`config.mk`:
```
export PLATFORM = sky130hd
export DESIGN_NAME = spindle_power_sequencer
export DESIGN_NICKNAME = d
export VERILOG_FILES = /design/src/spindle_seq_pkg.sv /design/src/spindle_power_sequencer.sv
export SDC_FILE = /design/constraint.sdc
export NUM_CORES = 1
export LEC_CHECK = 0
export BUFFER_PORTS_ARGS = -buffer_cell sky130_fd_sc_hd__buf_2
export CORE_MARGIN = 5
export CORE_UTILIZATION = 44
export DETAILED_ROUTE_END_ITERATION = 12
export HOLD_SLACK_MARGIN = 0.1
export MAX_ROUTING_LAYER = met4
export PLACE_DENSITY = 0.66
export SYNTH_ARGS = -nofsm -noshare
export SYNTH_HDL_FRONTEND = slang
export SYNTH_SLANG_ARGS = --single-unit
```
`constraint.sdc`:
```
create_clock -name clock_in -period 2.9 [get_ports clock_in]
set_clock_uncertainty 0.05 [all_clocks]
set_input_delay 0.145 -clock clock_in [delete_from_list [all_inputs] [get_ports clock_in]]
set_output_delay 0.145 -clock clock_in [all_outputs]
set_load 0.05 [all_outputs]
```
`src/spindle_seq_pkg.sv`:
```
// constants and state layout for the spindle power sequencer
package spindle_seq_pkg;
    // clock and printed durations
    localparam int CLK_MHZ        = 20;
    localparam int WINDOW_US      = 160;
    localparam int AT_RATE_US     = 20_000;
    localparam int HEADS_LOADED_DELAY_US  = 3_500;
    // cycle counts (exact multiples of the 50 ns period)
    localparam int WINDOW_CYC     = WINDOW_US * CLK_MHZ;
    localparam int AT_RATE_CYC    = AT_RATE_US * CLK_MHZ;
    localparam int HEADS_LOADED_DELAY_CYC = HEADS_LOADED_DELAY_US * CLK_MHZ;
    // counter widths
    localparam int TMR_W          = 20;
    localparam int WIN_W          = 12;
    // sequence counter values
    localparam logic [3:0] SEQ_INIT    = 4'h8;
    localparam logic [3:0] SEQ_EMPTY   = 4'h0;
    localparam logic [3:0] SEQ_FULL    = 4'hF;
    localparam logic [3:0] SEQ_PACK_CK = 4'h2;
    localparam logic [3:0] SEQ_SPD_CK  = 4'h3;
    // positions of the synchronised pins
    localparam int PIN_INIT    = 0;
    localparam int PIN_SEQ     = 1;
    localparam int PIN_START   = 2;
    localparam int PIN_HDEXT   = 3;
    localparam int PIN_EMERGENCY_RETRACT   = 4;
    localparam int PIN_NOTCH   = 5;
    localparam int PIN_SLOW    = 6;
    localparam int PIN_HEADS_LOADED    = 7;
    localparam int PIN_SKINC   = 8;
    localparam int PIN_N       = 9;

    typedef struct packed {
        logic [PIN_N-1:0] sync1;
        logic [PIN_N-1:0] sync2;
        logic [PIN_N-1:0] prev;
        logic [3:0]       count;
        logic             drive_motor;
        logic             retract_ok;
        logic             safety;
        logic             no_pack;
        logic             pack_on;
        logic             brake;
        logic [WIN_W-1:0] window;
        logic [TMR_W-1:0] at_rate_tmr;
        logic [TMR_W-1:0] delay_tmr;
        logic             ready;
    } seq_state_s;
endpackage

```
`src/spindle_power_sequencer.sv`:
```
// spindle power sequencer: counter, motor, brake, retract, speed and ready logic
//
// What this block does
// - lost sequence request drops head load enable
// - heads home and no request: motor off
// - up count stops and holds at fifteen
// - motor off reverses counter, steps down immediately at full count
// - not terminal, motor off: brake energised
// - lost speed resets retract flop via gate
// - emergency retract resets retract flop directly
// - extended heads plus indirect reset sets safety
// - safety latch holds retract until heads home
// - each notch pulse starts 160 us window
// - long notch pulses never fire speed one-shot
// - short notch pulse fires long one-shot
// - long one-shot retriggers, spans one revolution
// - ready flashes with slow tick while sequencing
// - terminal flag hands ready to heads-loaded gate
// - heads loaded releases delay counter load
// - ready steady while loaded, no seek incomplete
// - power-down flashes again, ends dark at zero
// - init loads eight, counts down at tick
// - zero freezes counter; request starts motor, counts up
// - terminal at full sets retract flop next clock
`timescale 1ns/1ps
`default_nettype none
module spindle_power_sequencer #(
    parameter logic [19:0] AT_RATE_CYCLES    = 20'(spindle_seq_pkg::AT_RATE_CYC),
    parameter logic [19:0] HEADS_LOADED_DELAY_CYCLES = 20'(spindle_seq_pkg::HEADS_LOADED_DELAY_CYC)
) (
    // clock and reset
    input  wire logic clock_in,
    input  wire logic arst_n_in,
    // sequencing inputs (asynchronous pins)
    input  wire logic power_init_pulse_in,
    input  wire logic sequence_start_in,
    input  wire logic panel_start_latch_in,
    input  wire logic emergency_retract_in,
    input  wire logic slow_sequence_tick_in,
    // mechanics and servo status (asynchronous pins)
    input  wire logic heads_extended_latch_in,
    input  wire logic notch_sensor_in,
    input  wire logic heads_loaded_in,
    input  wire logic seek_incomplete_in,
    // actuators
    output logic      motor_power_relay_out,
    output logic      brake_out,
    output logic      head_load_enable_n_out,
    // status
    output logic      drive_motor_on_out,
    output logic      counter_terminal_flag_out,
    output logic      at_rate_out,
    output logic      heads_loaded_delayed_out,
    output logic      ready_indicator_out
);
    localparam logic [11:0] WINDOW_CYCLES = 12'(spindle_seq_pkg::WINDOW_CYC);

    spindle_seq_pkg::seq_state_s s_q;
    spindle_seq_pkg::seq_state_s s_d;

    logic [spindle_seq_pkg::PIN_N-1:0] pins;
    logic init, seq_req, hd_ext, emergency_retract, notch, slow, heads_loaded, skinc;
    logic tick, notch_rise, notch_fall, term, at_full, at_zero, at_rate;
    logic qualify, speed_loss, motor_set, motor_clr, retract_set, step;

    assign pins = {seek_incomplete_in, heads_loaded_in, slow_sequence_tick_in, notch_sensor_in,
                   emergency_retract_in, heads_extended_latch_in, panel_start_latch_in,
                   sequence_start_in, power_init_pulse_in};

    always_comb begin
        init       = s_q.sync2[spindle_seq_pkg::PIN_INIT];
        seq_req    = s_q.sync2[spindle_seq_pkg::PIN_SEQ] | s_q.sync2[spindle_seq_pkg::PIN_START];
        hd_ext     = s_q.sync2[spindle_seq_pkg::PIN_HDEXT];
        emergency_retract      = s_q.sync2[spindle_seq_pkg::PIN_EMERGENCY_RETRACT];
        notch      = s_q.sync2[spindle_seq_pkg::PIN_NOTCH];
        slow       = s_q.sync2[spindle_seq_pkg::PIN_SLOW];
        heads_loaded       = s_q.sync2[spindle_seq_pkg::PIN_HEADS_LOADED];
        skinc      = s_q.sync2[spindle_seq_pkg::PIN_SKINC];
        tick       = slow & ~s_q.prev[spindle_seq_pkg::PIN_SLOW];
        notch_rise = notch & ~s_q.prev[spindle_seq_pkg::PIN_NOTCH];
        notch_fall = ~notch & s_q.prev[spindle_seq_pkg::PIN_NOTCH];
        at_full    = s_q.count == spindle_seq_pkg::SEQ_FULL;
        at_zero    = s_q.count == spindle_seq_pkg::SEQ_EMPTY;
        term       = at_full | at_zero;
        at_rate    = s_q.at_rate_tmr != '0;
        // pulse ended inside the window: the nand gate's low-going pulse
        qualify    = notch_fall & (s_q.window != '0);
        speed_loss = ~at_rate & s_q.retract_ok;
        motor_set  = at_zero & ~s_q.brake & seq_req & ~s_q.no_pack;
        motor_clr  = (~seq_req & ~hd_ext) | s_q.no_pack;
        retract_set = at_full & s_q.drive_motor & at_rate & seq_req;
        step       = tick & ~term;
    end

    always_comb begin
        s_d       = s_q;
        s_d.sync1 = pins;
        s_d.sync2 = s_q.sync1;
        s_d.prev  = s_q.sync2;

        // drive motor flip-flop and counter direction
        if (motor_clr && s_q.drive_motor) begin
            s_d.drive_motor = 1'b0;
            if (at_full) begin
                s_d.count = s_q.count - 4'h1;
            end
        end else if (motor_set && !s_q.drive_motor) begin
            s_d.drive_motor = 1'b1;
            s_d.count       = s_q.count + 4'h1;
        end else if (step) begin
            s_d.count = s_q.drive_motor ? s_q.count + 4'h1 : s_q.count - 4'h1;
        end

        // pack-on check at the tick leaving count two, speed check on every clock at count three
        if (tick && s_q.drive_motor && s_q.count == spindle_seq_pkg::SEQ_PACK_CK && !at_rate) begin
            s_d.pack_on = 1'b1;
        end
        if (s_q.drive_motor && s_q.count == spindle_seq_pkg::SEQ_SPD_CK && at_rate && !s_q.pack_on) begin
            s_d.no_pack = 1'b1;
        end
        if (at_zero && !s_q.drive_motor) begin
            s_d.no_pack = 1'b0;
            s_d.pack_on = 1'b0;
        end

        // brake: idle non-terminal count, or a no-pack start
        s_d.brake = (~term & ~s_q.drive_motor) | s_q.no_pack;

        // retract-heads flip-flop; any reset beats the set
        if (retract_set && !s_q.retract_ok) begin
            s_d.retract_ok = 1'b1;
        end
        if (speed_loss && hd_ext) begin
            s_d.safety = 1'b1;
        end else if (!hd_ext) begin
            s_d.safety = 1'b0;
        end
        if (!seq_req || speed_loss || emergency_retract || s_q.safety) begin
            s_d.retract_ok = 1'b0;
        end

        // speed detector one-shots
        if (notch_rise) begin
            s_d.window = WINDOW_CYCLES;
        end else if (s_q.window != '0) begin
            s_d.window = s_q.window - 12'h001;
        end
        if (qualify) begin
            s_d.at_rate_tmr = AT_RATE_CYCLES;
        end else if (at_rate) begin
            s_d.at_rate_tmr = s_q.at_rate_tmr - 20'h0_0001;
        end

        // heads-loaded delay counter, held loaded while heads are not loaded
        if (!heads_loaded) begin
            s_d.delay_tmr = HEADS_LOADED_DELAY_CYCLES;
        end else if (s_q.delay_tmr != '0) begin
            s_d.delay_tmr = s_q.delay_tmr - 20'h0_0001;
        end

        // ready indicator: flashing while sequencing, steady once loaded
        if (!term) begin
            s_d.ready = slow;
        end else if (at_full) begin
            s_d.ready = heads_loaded & (s_q.delay_tmr == '0) & ~skinc;
        end else begin
            s_d.ready = 1'b0;
        end

        // power init loads count eight and the heads-loaded delay, clears all else but the synchronisers and the prev edge register
        if (init) begin
            s_d.count       = spindle_seq_pkg::SEQ_INIT;
            s_d.drive_motor = 1'b0;
            s_d.retract_ok  = 1'b0;
            s_d.safety      = 1'b0;
            s_d.no_pack     = 1'b0;
            s_d.pack_on     = 1'b0;
            s_d.brake       = 1'b0;
            s_d.window      = '0;
            s_d.at_rate_tmr = '0;
            s_d.delay_tmr   = HEADS_LOADED_DELAY_CYCLES;
            s_d.ready       = 1'b0;
        end
    end

    always_ff @(posedge clock_in or negedge arst_n_in) begin
        if (!arst_n_in) begin
            s_q           <= '0;
            s_q.count     <= spindle_seq_pkg::SEQ_INIT;
            s_q.delay_tmr <= HEADS_LOADED_DELAY_CYCLES;
        end else begin
            s_q <= s_d;
        end
    end

    assign motor_power_relay_out     = s_q.drive_motor;
    assign drive_motor_on_out        = s_q.drive_motor;
    assign brake_out                 = s_q.brake;
    // high lets the servo load; falling starts a retract
    assign head_load_enable_n_out    = s_q.retract_ok;
    assign counter_terminal_flag_out = (s_q.count == spindle_seq_pkg::SEQ_FULL) |
                                       (s_q.count == spindle_seq_pkg::SEQ_EMPTY);
    assign at_rate_out               = s_q.at_rate_tmr != '0;
    assign heads_loaded_delayed_out  = s_q.sync2[spindle_seq_pkg::PIN_HEADS_LOADED] & (s_q.delay_tmr == '0);
    assign ready_indicator_out       = s_q.ready;
endmodule
`default_nettype wire

```
==> impl.org, run 1 <==
** Outcome
- The flow ran to the end, and the final reports show no timing, DRC or antenna violations.

** Timing
- Final count of pins violating max slew :: 0
- Achievable clock frequency :: 364 MHz
- Setup repair after global routing missed its margin :: no
- Number of endpoints with negative hold slack in the final report :: 0
- Dividing the final minimum period by the clock period gives 94.8%.
- Worst relative slew slack :: 33.4%
- Final critical-path required period :: between 2 and 3 ns
- Once routing completed, OpenROAD measured the worst setup slack at 0.152 ns.
- Final total negative setup slack :: 0 ns
- Setup violations remaining at the end of the flow were counted as 0.
- Transition time at the pin with the least slew margin :: between 0.9 and 1 ns

** Yosys
- Flops & latches, synth :: 83
- Sequential elements use about half of the synthesized area.
- Avg Cell Area, Syn :: 9.97 um2
- Post-synthesis cell area :: 4050 um2
- Fraction of synthesized cell area taken by the top area cell type :: 47.0%
- Count of flip-flops with a built-in enable after synthesis :: 0
- Distinct cell type count after synthesis :: 53
- Post-Synthesis Cells :: 406
- The largest total area in the synthesized netlist belongs to dfrtp_1.
- Counting flops with an async set or reset pin after synthesis yields a share of 100%.
- Most used DFF post-synth :: dfrtp_1
- When the netlist entered floorplanning its net count stood at between 400 and 500.
- During synthesis, Yosys emitted a total of 0 warnings.
- Yosys attributes the largest share of cell area to dfrtp_1, nor2_1, dfstp_2, xor2_1, xnor2_1.

** Critical path
- For this run, the slowest stage of the critical path takes 0.51 ns.
- Highest fanout seen on the critical path :: 6
- Delay-heaviest family, CP :: simple AND/OR/NAND/NOR gates
- Sort of element at the start of the critical path :: flop
- At the worst endpoint, the arrival time is 2.96 ns.
- Cells along the critical path :: inv_1 -> ha_1 -> or4b_4 -> or3_4 -> a2111o_1 -> or4_1 -> a21oi_1
- Bufs and invs on worst path :: 1
- At the worst endpoint, the required time is 3.12 ns.
- By startpoint and endpoint, the worst setup path is classified as flop to flop.
- Kind of capture point of the worst setup path :: flop
- The slowest stage of the critical path belongs to the cell or4b_4.

** Clocking
- Buffers added to address setup during post-CTS repair amount to 0.
- Maximum count of clock buffers along a single path :: 2
- CTS tree :: yes
- Clock transition at the registers of the reported paths :: 0.09 ns
- In this run the number of H-tree levels came out at 3.
- Clock tree synthesis inserted a total of 9 buffers.
- Clock sink count :: 83
- In this run, post-CTS hold repair placed 10 buffers.
- Clock network latency to the later pin of the worst-skew pair :: 0.34 ns
- Gates resized during post-CTS repair numbered 0.
- The root buffer cell chosen for the clock tree is clkbuf_8.

** Routing
- Dividing the detail-routed wire length by the instance count gives 14.4 um.
- Routed wire length :: 8.05 mm
- DR vias/cell :: 5.59
- Once detail routing completed, the nets flagged for antenna violations numbered 0.
- Before antenna repair, the detailed router went through 4 iterations.
- In this run, the number of DRC markers left after iteration 0 of detailed routing was 157.
- Detailed routing inserted a total of 3,118 vias.
- For this run, design rule violations remaining after detail routing come to 0.

** Global routing
- The first global-routing pass estimated 14.3 mm of wire.
- Antenna violations before repair :: 0
- Summed over all layers, the global routing overflow is 0.
- The number of global-route vias before repair came to 3,083.
- Global routing used under 10% of the available met3 tracks.
- Entering global routing, the biggest net connects 84 pins.
- In the global route stage, met2 resource usage came out at approximately a quarter.
- For met1 alone, demand over resource in global routing was 21.1%.
- Tot GR Track Use :: 16.0%
- In this run the most used layer during global routing was met2.

** Final layout
- From synthesis to final layout, the design area changed by 14.2%.
- Layout filler cell count :: 855
- The library cells used most frequently in the layout, excluding fill and tap cells, are dfrtp_1, nor2_1, nor3_1, nand2_1, a21oi_1.
- Leaving out fill and tap cells, the most frequent cell in the layout is dfrtp_1.
- Leaving out filler cells and counting taps, the final layout contains 558.
- The net count of the finished layout is 463.
- Once layout is complete, the utilization of the core stands at between 50% and 60%.
- The post-route netlist has 13.4% of its cells at a drive strength greater than 1.
- Register Area :: 2090 um2
- Multi-input gate area in the final layout :: 1870 um2
- More flip-flops sit in one register than any other, and that register is s_q.
- The register with the most flip-flops in the layout has 61 of them.
- Antenna Cells :: 0

** Power
- The worst-case IR drop observed on VDD is about 0.00034 V.
- For this design the static power due to leakage is 2.00 nW.
- Power spread over the standard cell area amounts to 848 nW/um2.

** Place
- Timing analysis after detailed placement gives a worst setup slack of roughly 0.16 ns.
- Port-buffer cells :: 18
- HPWL after detailed placement :: 5.43 mm
- Routability Congestion :: around 0.81
- Counting tap cells, the placed design contains a total of 532 instances.

** Die
- In this run the horizontal extent of the chip is 106 um.
- After floorplanning, the core was sized to cover 9110 um2.
- In this run the count of I/O pins placed on the die edge is 19.
- Die boundary height :: 106 um
- Die area :: 11,200 um2
- In this run the core area contains 35 standard-cell rows.
- For this configuration, the core starts out at a cell density of 44.4%.

** Worst hold path
- Class of the most critical hold timing path :: flop to flop

** Run
- Max_cap viols :: 0
-- worst paths after layout --
path	start	endpoint	slack, ns	depth (start not counted)
max in group asynchronous	arst_n_in	s_d[74]	1.70	2
hold reg to reg	s_d[76]	emergency_retract	0.30	0
setup reg to reg	s_q[1]	s_q[15]	0.15	7
hold / removal	s_d[76]	emergency_retract	0.30	0
min in group asynchronous	arst_n_in	s_q[44]	0.46	2
setup / recovery	s_q[1]	s_q[15]	0.15	7
-- logic make-up (layout without fill, tap and decap cells) --
| kind of cell | count (synthesis) | count (layout) | share of synthesized area, % |
|---|---|---|---|
| AOI/OAI and AO/OA | 67 | 67 | 10.6 |
| xor gates and xnor gates | 32 | 32 | 6.92 |
| adders and majority gates | 10 | 10 | 3.09 |
| buffers and inverters | 24 | 65 | 2.32 |
| DFF | 83 | 83 | 51.5 |
| muxes | 5 | 5 | 1.27 |
| and+or+nand+nor | 185 | 185 | 24.3 |
-- per-stage QoR --
stage / power (mW) / instance area (um2) / hold slack (ns)
after floorplan: 2.63 / 4050 / -0.201
after global placement: 2.95 / 4300 / 0.203
after detailed placement: 3.00 / 4300 / 0.204
after CTS: 3.94 / 4620 / 0.304
after global routing: 4.22 / 4620 / 0.309
final: 3.92 / 4620 / 0.303
-- report_power, final --
group,internal [mW],switching [mW]
Combinational,0.596,0.848
Clock,0.491,0.425
Sequential,1.36,0.198
-- worst reg2reg max path, delay by kind of cell, from the launching register on --
family	cells	cell delay (ns)
buffers and inverters	1	0.11
flip-flops	1	0.44
AO/OA/AOI/OAI	2	0.59
AND/OR/NAND/NOR	3	1.28
adder cells (fa/ha/maj)	1	0.21
-- synthesized netlist by cell type (3+ instances only) --
| master | n |
|---|---|
| o2111ai_1 | 3 |
| a211oi_1 | 6 |
| nand2_1 | 23 |
| nand3b_1 | 3 |
| or3_1 | 12 |
| nor2_1 | 56 |
| o21ai_0 | 12 |
| xor2_1 | 17 |
| dfstp_2 | 7 |
| nor3b_1 | 3 |
| mux2i_1 | 4 |
| or4_1 | 6 |
| nor3_1 | 23 |
| a21oi_1 | 23 |
| clkbuf_1 | 10 |
| or2_2 | 3 |
| nor2b_1 | 6 |
| nand3_1 | 13 |
| o211ai_1 | 3 |
| nand4_1 | 8 |
| ha_1 | 10 |
| nand2b_1 | 6 |
| o31ai_1 | 7 |
| dfrtp_1 | 76 |
| nor4_1 | 4 |
| nand4b_1 | 3 |
| inv_1 | 12 |
| xnor2_1 | 15 |
-- layout make-up --
cell class              count  share of cell area, %
flip-flops and latches     83                   45.1
multi-input cells         299                   40.4
repair buffers             37                   5.63
well taps                 111                   3.01
clock buffers               9                   2.68
clock inverters             7                   2.14
inverters                  12                  0.975
-- per-layer routing --
metal  routed length [um]  vias to the layer above
met1                 3890                     1536
met3                  258                        4
met5                    0                        -
met4                   63                        0
met2                 3840                       55
li1                     -                     1523
Power figures use the tool's default switching activity.
==> inputs of run 2 (changes only) <==
--- a/config.mk
+++ b/config.mk
@@ -7,11 +7,11 @@
 export LEC_CHECK = 0
 export BUFFER_PORTS_ARGS = -buffer_cell sky130_fd_sc_hd__buf_2
 export CORE_MARGIN = 5
-export CORE_UTILIZATION = 44
+export CORE_UTILIZATION = 52
+export CTS_CLUSTER_SIZE = 12
 export DETAILED_ROUTE_END_ITERATION = 12
 export HOLD_SLACK_MARGIN = 0.1
-export MAX_ROUTING_LAYER = met4
-export PLACE_DENSITY = 0.66
+export PLACE_DENSITY = 0.75
 export SYNTH_ARGS = -nofsm -noshare
 export SYNTH_HDL_FRONTEND = slang
 export SYNTH_SLANG_ARGS = --single-unit
==> run 2 against run 1 <==
Effect of this change: register-to-register slack gained 0.02 ns; sequential power is essentially flat; routed wire length grew 1.3%; first-iteration DRC count grew 28%; largest power group unchanged; largest cell class unchanged; critical endpoint unchanged.
==> impl.org, run 2 (synthesis gave the netlist of run 1 again) <==
** Power
- P per Cell Area :: between 800 and 900 nW/um2
- VDD IR-drop max :: 0.000538 V
- Post-layout total power :: 3.83 mW
- In this run the static leakage power is slightly below 2 nW.

** Final layout
- Share of cells above drive strength 1 :: a little over an eighth
- The register with the most flip-flops in the layout has 61 of them.
- Signed area change from the synthesized netlist to the final layout :: 13.2%
- Top register by number of flip-flops :: s_q
- After the last flow step, the layout net total stands at approximately 460.
- Multi-input gate area in the final layout :: between 1500 and 2000 um2
- The repair_antennas step left the layout with diodes totalling 0.
- Leaving out fill and tap cells, the most frequent cells in the layout are dfrtp_1, nor2_1, nor3_1, nand2_1, a21oi_1.
- At the end of the flow the core is filled with cells to 59.9%.
- The layout has a little under 600 filler cells.
- Most common cell after layout, fill and taps aside :: dfrtp_1
- In the final layout, flip-flops and latches occupy 2090 um2.
- Cell area after layout :: about 4600 um2

** Timing
- Final count of pins violating max slew :: 0
- Final critical-path required period :: 2.73 ns
- For the pin with the worst max-slew slack, the measured transition is 1.01 ns.
- Final hold analysis gives a worst-case slack of 0.302 ns.
- Period utilization :: a little over nine tenths
- Worst relative slew slack :: 32.6%
- Number of endpoints with negative hold slack in the final report :: 0
- Achievable clock frequency :: between 300 and 400 MHz
- Final total negative setup slack :: 0 ns
- Setup-failing EPs final :: 0
- Setup repair after global routing missed its margin :: no

** Routing
- After the first detailed-routing iteration, the DRC count stood at approximately 200.
- DR vias/cell :: ~5.6
- In this run the remaining antenna-violating nets after routing total 0.
- Before antenna repair, the detailed router went through 4 iterations.
- The detailed router placed approximately 3.0k vias in this run.
- DR DRC count :: 0
- Routed wire length :: 8.15 mm
- Routed len/inst :: 14.9 um

** Global routing
- Largest net degree at the start of global routing :: 84
- First-pass GRT wire length :: 14.5 mm
- Global routing used 18.4% of the available tracks across all layers.
- Number of global-route vias before repair :: around 3.2k
- The number of antenna violations at the first check in global routing is 0.
- Total gr overflow :: 0

** Place
- The placed instances occupy a cell area of around 4300 um2.
- The congestion estimate from routability-driven global placement came to 0.841.
- The HPWL after detailed placement is 5.34 mm.
- Buffers placed on the I/O ports in this run total 18.

** Clocking
- After clock tree synthesis, the clock-pin slew on the worst setup and hold paths is ~0.08 ns.
- For the worst-skew pair, the clock arrives at the later sink with an insertion delay of between 0.3 and 0.4 ns.
- In this run, post-CTS repair resized a total of 0 instances.
- The longest clock path from root to sink contains 2 buffers.
- CTS saw 83 sinks.
- Number of buffers created by CTS :: 9
- CTS placed an instance of clkbuf_8 at the clock tree root.
- CTS tree :: yes
- Htree depth :: 3

** Die
- The core region is 7650 um2.
- The die covers 9650 um2.
- Number of placement rows :: 32
- Initial standard-cell utilization of the core :: 52.9%
- From bottom edge to top edge, the die measures between 90 and 100 um.
- Top Ports :: 19
- The die is between 90 and 100 um wide.

** Outcome
- The flow ran to the end, and the final reports show no timing, DRC or antenna violations.

** Critical path
- At the worst endpoint, the required time is 3.11 ns.
- Kind of capture point of the worst setup path :: flop
- Sort of element at the start of the critical path :: flop
- Worst Setup Path Type :: flop to flop
- Data arrives at the worst endpoint at 2.94 ns.
- Of all nets on the critical path, the largest fanout is 6.

** Run
- Max_cap viols :: 0

** Worst hold path
- The min-delay analysis places its worst path in the category flop to flop.
==> run 2: changes by cell type in the layout (fill, tap and decap cells not counted) <==
cell,delta
inv_6,-2
buf_4,-1
bufinv_16,-1
clkbuf_8,+1
clkinv_2,+1
clkinv_4,+1
==> run 2: critical path, cell delays in order (launching register included) <==
cell and delay, ns:
dfrtp_1 0.43, inv_1 0.10, ha_1 0.20, or4b_4 0.51, or3_4 0.36, a2111o_1 0.44
or4_1 0.40, a21oi_1 0.15
==> run 2: routing by layer <==
layer	global-route usage, %	share of wire (%)	vias up
li1	-	-	1514
met1	25.8	49	1462
met2	28.5	47	60
met3	2.64	2.7	13
met4	7.98	1.6	0
met5	0	0	-
==> run 2: path summary, 6_finish.rpt <==
path | from | to | slack [ns] | depth (start not counted)
max reg2reg | s_q[1] | s_q[15] | 0.17 | 7
min reg2reg | s_d[77] | notch | 0.30 | 0
max in group asynchronous | arst_n_in | s_d[65] | 1.68 | 2
max | s_q[1] | s_q[15] | 0.17 | 7
min | s_d[77] | notch | 0.30 | 0
min in group asynchronous | arst_n_in | s_q[21] | 0.46 | 2
==> run 2: stage by stage <==
step	setup WS, ns	std cells
after detailed placement	0.190	522
after CTS	0.177	548
after floorplan	0.344	406
after global routing	0.0927	548
final	0.174	548
after global placement	0.271	522
==> run 2: area by class of cell <==
| cell class | count | share of cell area [%] |
|---|---|---|
| flip-flops and latches | 83 | 45.5 |
| multi-input cells | 299 | 40.8 |
| repair buffers | 36 | 5.52 |
| clock buffers | 10 | 3.00 |
| well taps | 102 | 2.79 |
| clock inverters | 6 | 1.42 |
| inverters | 12 | 0.983 |
==> run 2: power breakdown <==
part,internal (mW),switching (mW)
Combinational,0.590,0.846
Clock,0.421,0.411
Sequential,1.36,0.202
==> run 2: what timing repair did <==
| item | 4_1_cts | 5_1_grt |
|---|---|---|
| buffers inserted | 0 | 0 |
| hold buffers | 10 | 0 |
| hold endpoints to repair | 85 | 0 |
==> inputs of run 3 (changes only) <==
--- a/config.mk
+++ b/config.mk
@@ -5,6 +5,7 @@
 export SDC_FILE = /design/constraint.sdc
 export NUM_CORES = 1
 export LEC_CHECK = 0
+export ABC_AREA = 1
 export BUFFER_PORTS_ARGS = -buffer_cell sky130_fd_sc_hd__buf_2
 export CORE_MARGIN = 5
 export CORE_UTILIZATION = 52
==> run 3 against run 2 <==
Effect of this change: critical path type is now flop to output port; routed wire length grew 16%; via count grew 24%; global-route usage grew 1.5 points; utilization shrank 0.28 points; sequential share of layout area shrank 3.2 points; clock power shrank 5.3%; register-to-register slack gained 0.84 ns; combinational power grew 44%; critical path depth shrank 2; setup slack gained 0.55 ns; flip-flop and latch count is the same.
==> impl.org, run 3 <==
** Clocking
- Clock transition at the registers of the reported paths :: 0.08 ns
- TritonCTS built the clock tree.
- Master cell of the clock root buffer :: clkbuf_8
- Clock network latency to the later pin of the worst-skew pair :: 0.36 ns
- Clock tree synthesis inserted a total of 9 buffers.
- In this run, post-CTS repair resized a total of 0 instances.
- The H-tree was split into 3 levels.
- The clock drives 83 sinks.
- The longest clock path from root to sink contains 2 buffers.

** Run
- Across the run, the number of max-cap violations was 0.

** Yosys
- Post-synthesis cell area :: 4440 um2
- In this run, synthesis inferred 0 flip-flops with an integrated enable.
- The share of synthesized area in the top cell type comes to a little over two fifths.
- Share of synthesized area occupied by flip-flops and latches :: between 40% and 50%
- Summed over all instances, the cell type with the most area after synthesis is dfrtp_1.
- Counting flops and latches in the post-synthesis netlist gives 83.
- Number of warnings printed during yosys synthesis :: 0
- In the synthesized netlist, the number of instances is 569.
- Synth cell count leaders :: nand2_1, nor2_1, dfrtp_1
- Library cell with the highest instance count after synthesis :: nand2_1
- In the synthesized netlist the dominant register cell turns out to be dfrtp_1.
- Synthesis produced a netlist with a net count of 590.
- Distinct cell type count after synthesis :: 38
- Averaged over all synthesized cells, the footprint is 7.81 um2.
- Proportion of register bits with asynchronous set or reset after synthesis :: 100%
- Top cells by area, synth :: dfrtp_1, nand2_1, nor2_1, nand3_1, inv_1

** Global routing
- Global routing consumed, on the met3 layer, 3.41% of the routing resources.
- First-pass GRT wire length :: 16.6 mm
- In the global route stage, met2 resource usage came out at 32.1%.
- Met1 usage in global routing :: a little over a quarter
- Antenna violations before repair :: 0
- Largest net degree at the start of global routing :: 84
- Global routing finished with a remaining overflow of 0.
- Tot GR Track Use :: between 10% and 20%
- Number of global-route vias before repair :: 3,622
- met2 is the most crowded layer.

** Power
- Leak Pwr :: 2.52 nW
- Combinational logic is responsible for 45.8% of the overall power.
- P per Cell Area :: 915 nW/um2
- Clock power frac :: approximately 18%
- Net switching power :: 2.01 mW
- Internal power comes to between 2 and 2.5 mW.
- Sw Share :: 44.7%
- Fraction of power consumed by sequential logic :: 36.7%
- VDD IR-drop max :: 0.000619 V

** Worst hold path
- The worst hold path was traced through 0 stages.
- Startpoint of the tightest hold check path :: s_d[79]
- The worst hold path terminates at heads_loaded.
- The path class of the tightest hold or removal check is flop to flop.

** Critical path
- Reg2Reg Setup Slack :: 1.01 ns
- Worst-path cell with the longest stage delay :: dfrtp_1
- Worst reg2reg startpoint :: init
- The signal on the critical path passes through nor2_1 -> nand2_1 -> nor2_1 -> nor4b_1 -> buf_2.
- Along the worst path, the maximum fanout reaches 6.
- In this design, the stage delay of the slowest critical-path cell is 0.42 ns.
- Sort of element at the start of the critical path :: flop
- Delay-heaviest family, CP :: simple AND/OR/NAND/NOR gates
- The worst register-to-register path ends at s_q[21].
- Data arrives at the worst endpoint at ~2 ns.
- Number of cells traversed by the worst register-to-register path :: 6
- The critical path in this run is classified as flop to output port.
- The number of buffers and inverters on the critical path is 1.
- Data on the critical path is required at its endpoint by 2.71 ns.
- Kind of capture point of the worst setup path :: output port
- Crit path top cell by count :: nor2_1

** Final layout
- The post-route netlist has 10.9% of its cells at a drive strength greater than 1.
- Most common cell after layout, fill and taps aside :: nand2_1
- The library cells used most frequently in the layout, excluding fill and tap cells, are nand2_1, nor2_1, dfrtp_1.
- In the final design database the tool counted 622 nets.
- Antenna Cells :: 0
- Layout filler cell count :: 727
- Top register by number of flip-flops :: s_q
- The register with the most flip-flops in the layout has 61 of them.
- Signed area change from the synthesized netlist to the final layout :: 10.8%

** Routing
- The routed layout has 3,789 vias.
- Routed wire length :: 9.48 mm
- DR DRC count :: 0
- 1st-pass router iterations :: 4
- Starting DRT DRC Count :: between 200 and 300
- In the final routed layout, each cell accounts on average for 13.3 um.
- The detail route stage leaves a number of antenna-violating nets equal to 0.
- DR vias/cell :: 5.33

** Timing
- The number of max-slew violations in the final report came to 0.
- Final critical-path required period :: 2.18 ns
- Setup violations remaining at the end of the flow were counted as 0.
- Achievable clock frequency :: 460 MHz
- Setup repair after global routing missed its margin :: no
- For the pin with the worst max-slew slack, the measured transition is around 1 ns.
- Worst Setup Slack, final :: 0.724 ns
- In the finished design, the share of the clock period the worst path needs comes to 75.0%.
- Number of endpoints with negative hold slack in the final report :: 0
- Final total negative setup slack :: 0 ns
- Worst relative slew slack :: 31.8%

** Place
- Worst slack, placed :: 1.05 ns
- Routability Congestion :: 0.892
- Port-buffer cells :: 18
- Summed over all nets, the half-perimeter wirelength after detailed placement is 6.65 mm.

** Die
- Top Ports :: 19
- In this run the horizontal extent of the chip is 102 um.
- The initialized floorplan defines 33 standard-cell rows.
- Core region area :: between 8000 and 9000 um2
- For this configuration, the core starts out at a cell density of 53.8%.
- Die boundary height :: just over 100 um
- Die area :: 10,500 um2

** Outcome
- The flow ran to the end, and the final reports show no timing, DRC or antenna violations.
run 3: cells by family after synthesis:
group / count (synthesis) / share of synthesized area, %
AND/OR/NAND/NOR: 349 / 35.8
adder cells (fa/ha/maj): 10 / 2.82
flip-flops: 83 / 46.9
buffers and inverters: 71 / 6.31
AO/OA/AOI/OAI: 43 / 5.55
XOR/XNOR: 13 / 2.56
run 3: layer usage:
| layer | share of wire, % | up-vias |
|---|---|---|
| met5 | 0 | - |
| met1 | 46 | 1769 |
| met4 | 1.8 | 0 |
| met2 | 47 | 107 |
| met3 | 5.1 | 15 |
| li1 | - | 1898 |
run 3: final cells by class:
| type | count | area, um2 | area share [%] |
|---|---|---|---|
| sequential | 83 | 2090 | 42.4 |
| multi-input combinational | 415 | 2080 | 42.2 |
| clock inverter | 5 | 36.3 | 0.737 |
| timing repair buffer | 30 | 208 | 4.22 |
| clock buffer | 11 | 151 | 3.07 |
| tap | 105 | 131 | 2.67 |
| inverter | 62 | 235 | 4.78 |
run 3: per-stage QoR:
stage	cells	power [mW]	util, %	instance area [um2]	hold WS (ns)
after floorplan	569	3.29	-	4440	-0.201
after global placement	685	3.65	56.2	4640	0.203
after detailed placement	685	3.70	56.2	4640	0.204
after CTS	711	4.51	59.6	4920	0.304
after global routing	711	4.89	59.6	4920	0.306
final	711	4.51	59.6	4920	0.301
run 3: worst max path at each step:
| stage | start | to | slack, ns | cells past startpoint |
|---|---|---|---|---|
| after floorplan | s_q[12] | heads_loaded_delayed_out | 0.24 | 4 |
| final | s_q[12] | heads_loaded_delayed_out | 0.72 | 5 |
| after global placement | s_q[21] | s_q[21] | 1.10 | 8 |
| after detailed placement | init | s_q[21] | 1.05 | 6 |
| after CTS | s_q[12] | heads_loaded_delayed_out | 0.72 | 5 |
| after global routing | s_q[12] | heads_loaded_delayed_out | 0.60 | 5 |
run 3: power groups by stage:
stage | Sequential, mW | Combinational [mW] | Clock, mW
after global placement | 1.66 | 1.99 | 0
after global routing | 1.69 | 2.34 | 0.857
after CTS | 1.65 | 2.06 | 0.803
after floorplan | 1.62 | 1.67 | 0
final | 1.65 | 2.07 | 0.789
after detailed placement | 1.67 | 2.04 | 0
run 3: repair_timing:
item                      in CTS  in global routing
hold buffers                  10                  0
hold endpoints to repair      85                  0
buffers inserted               0                  0
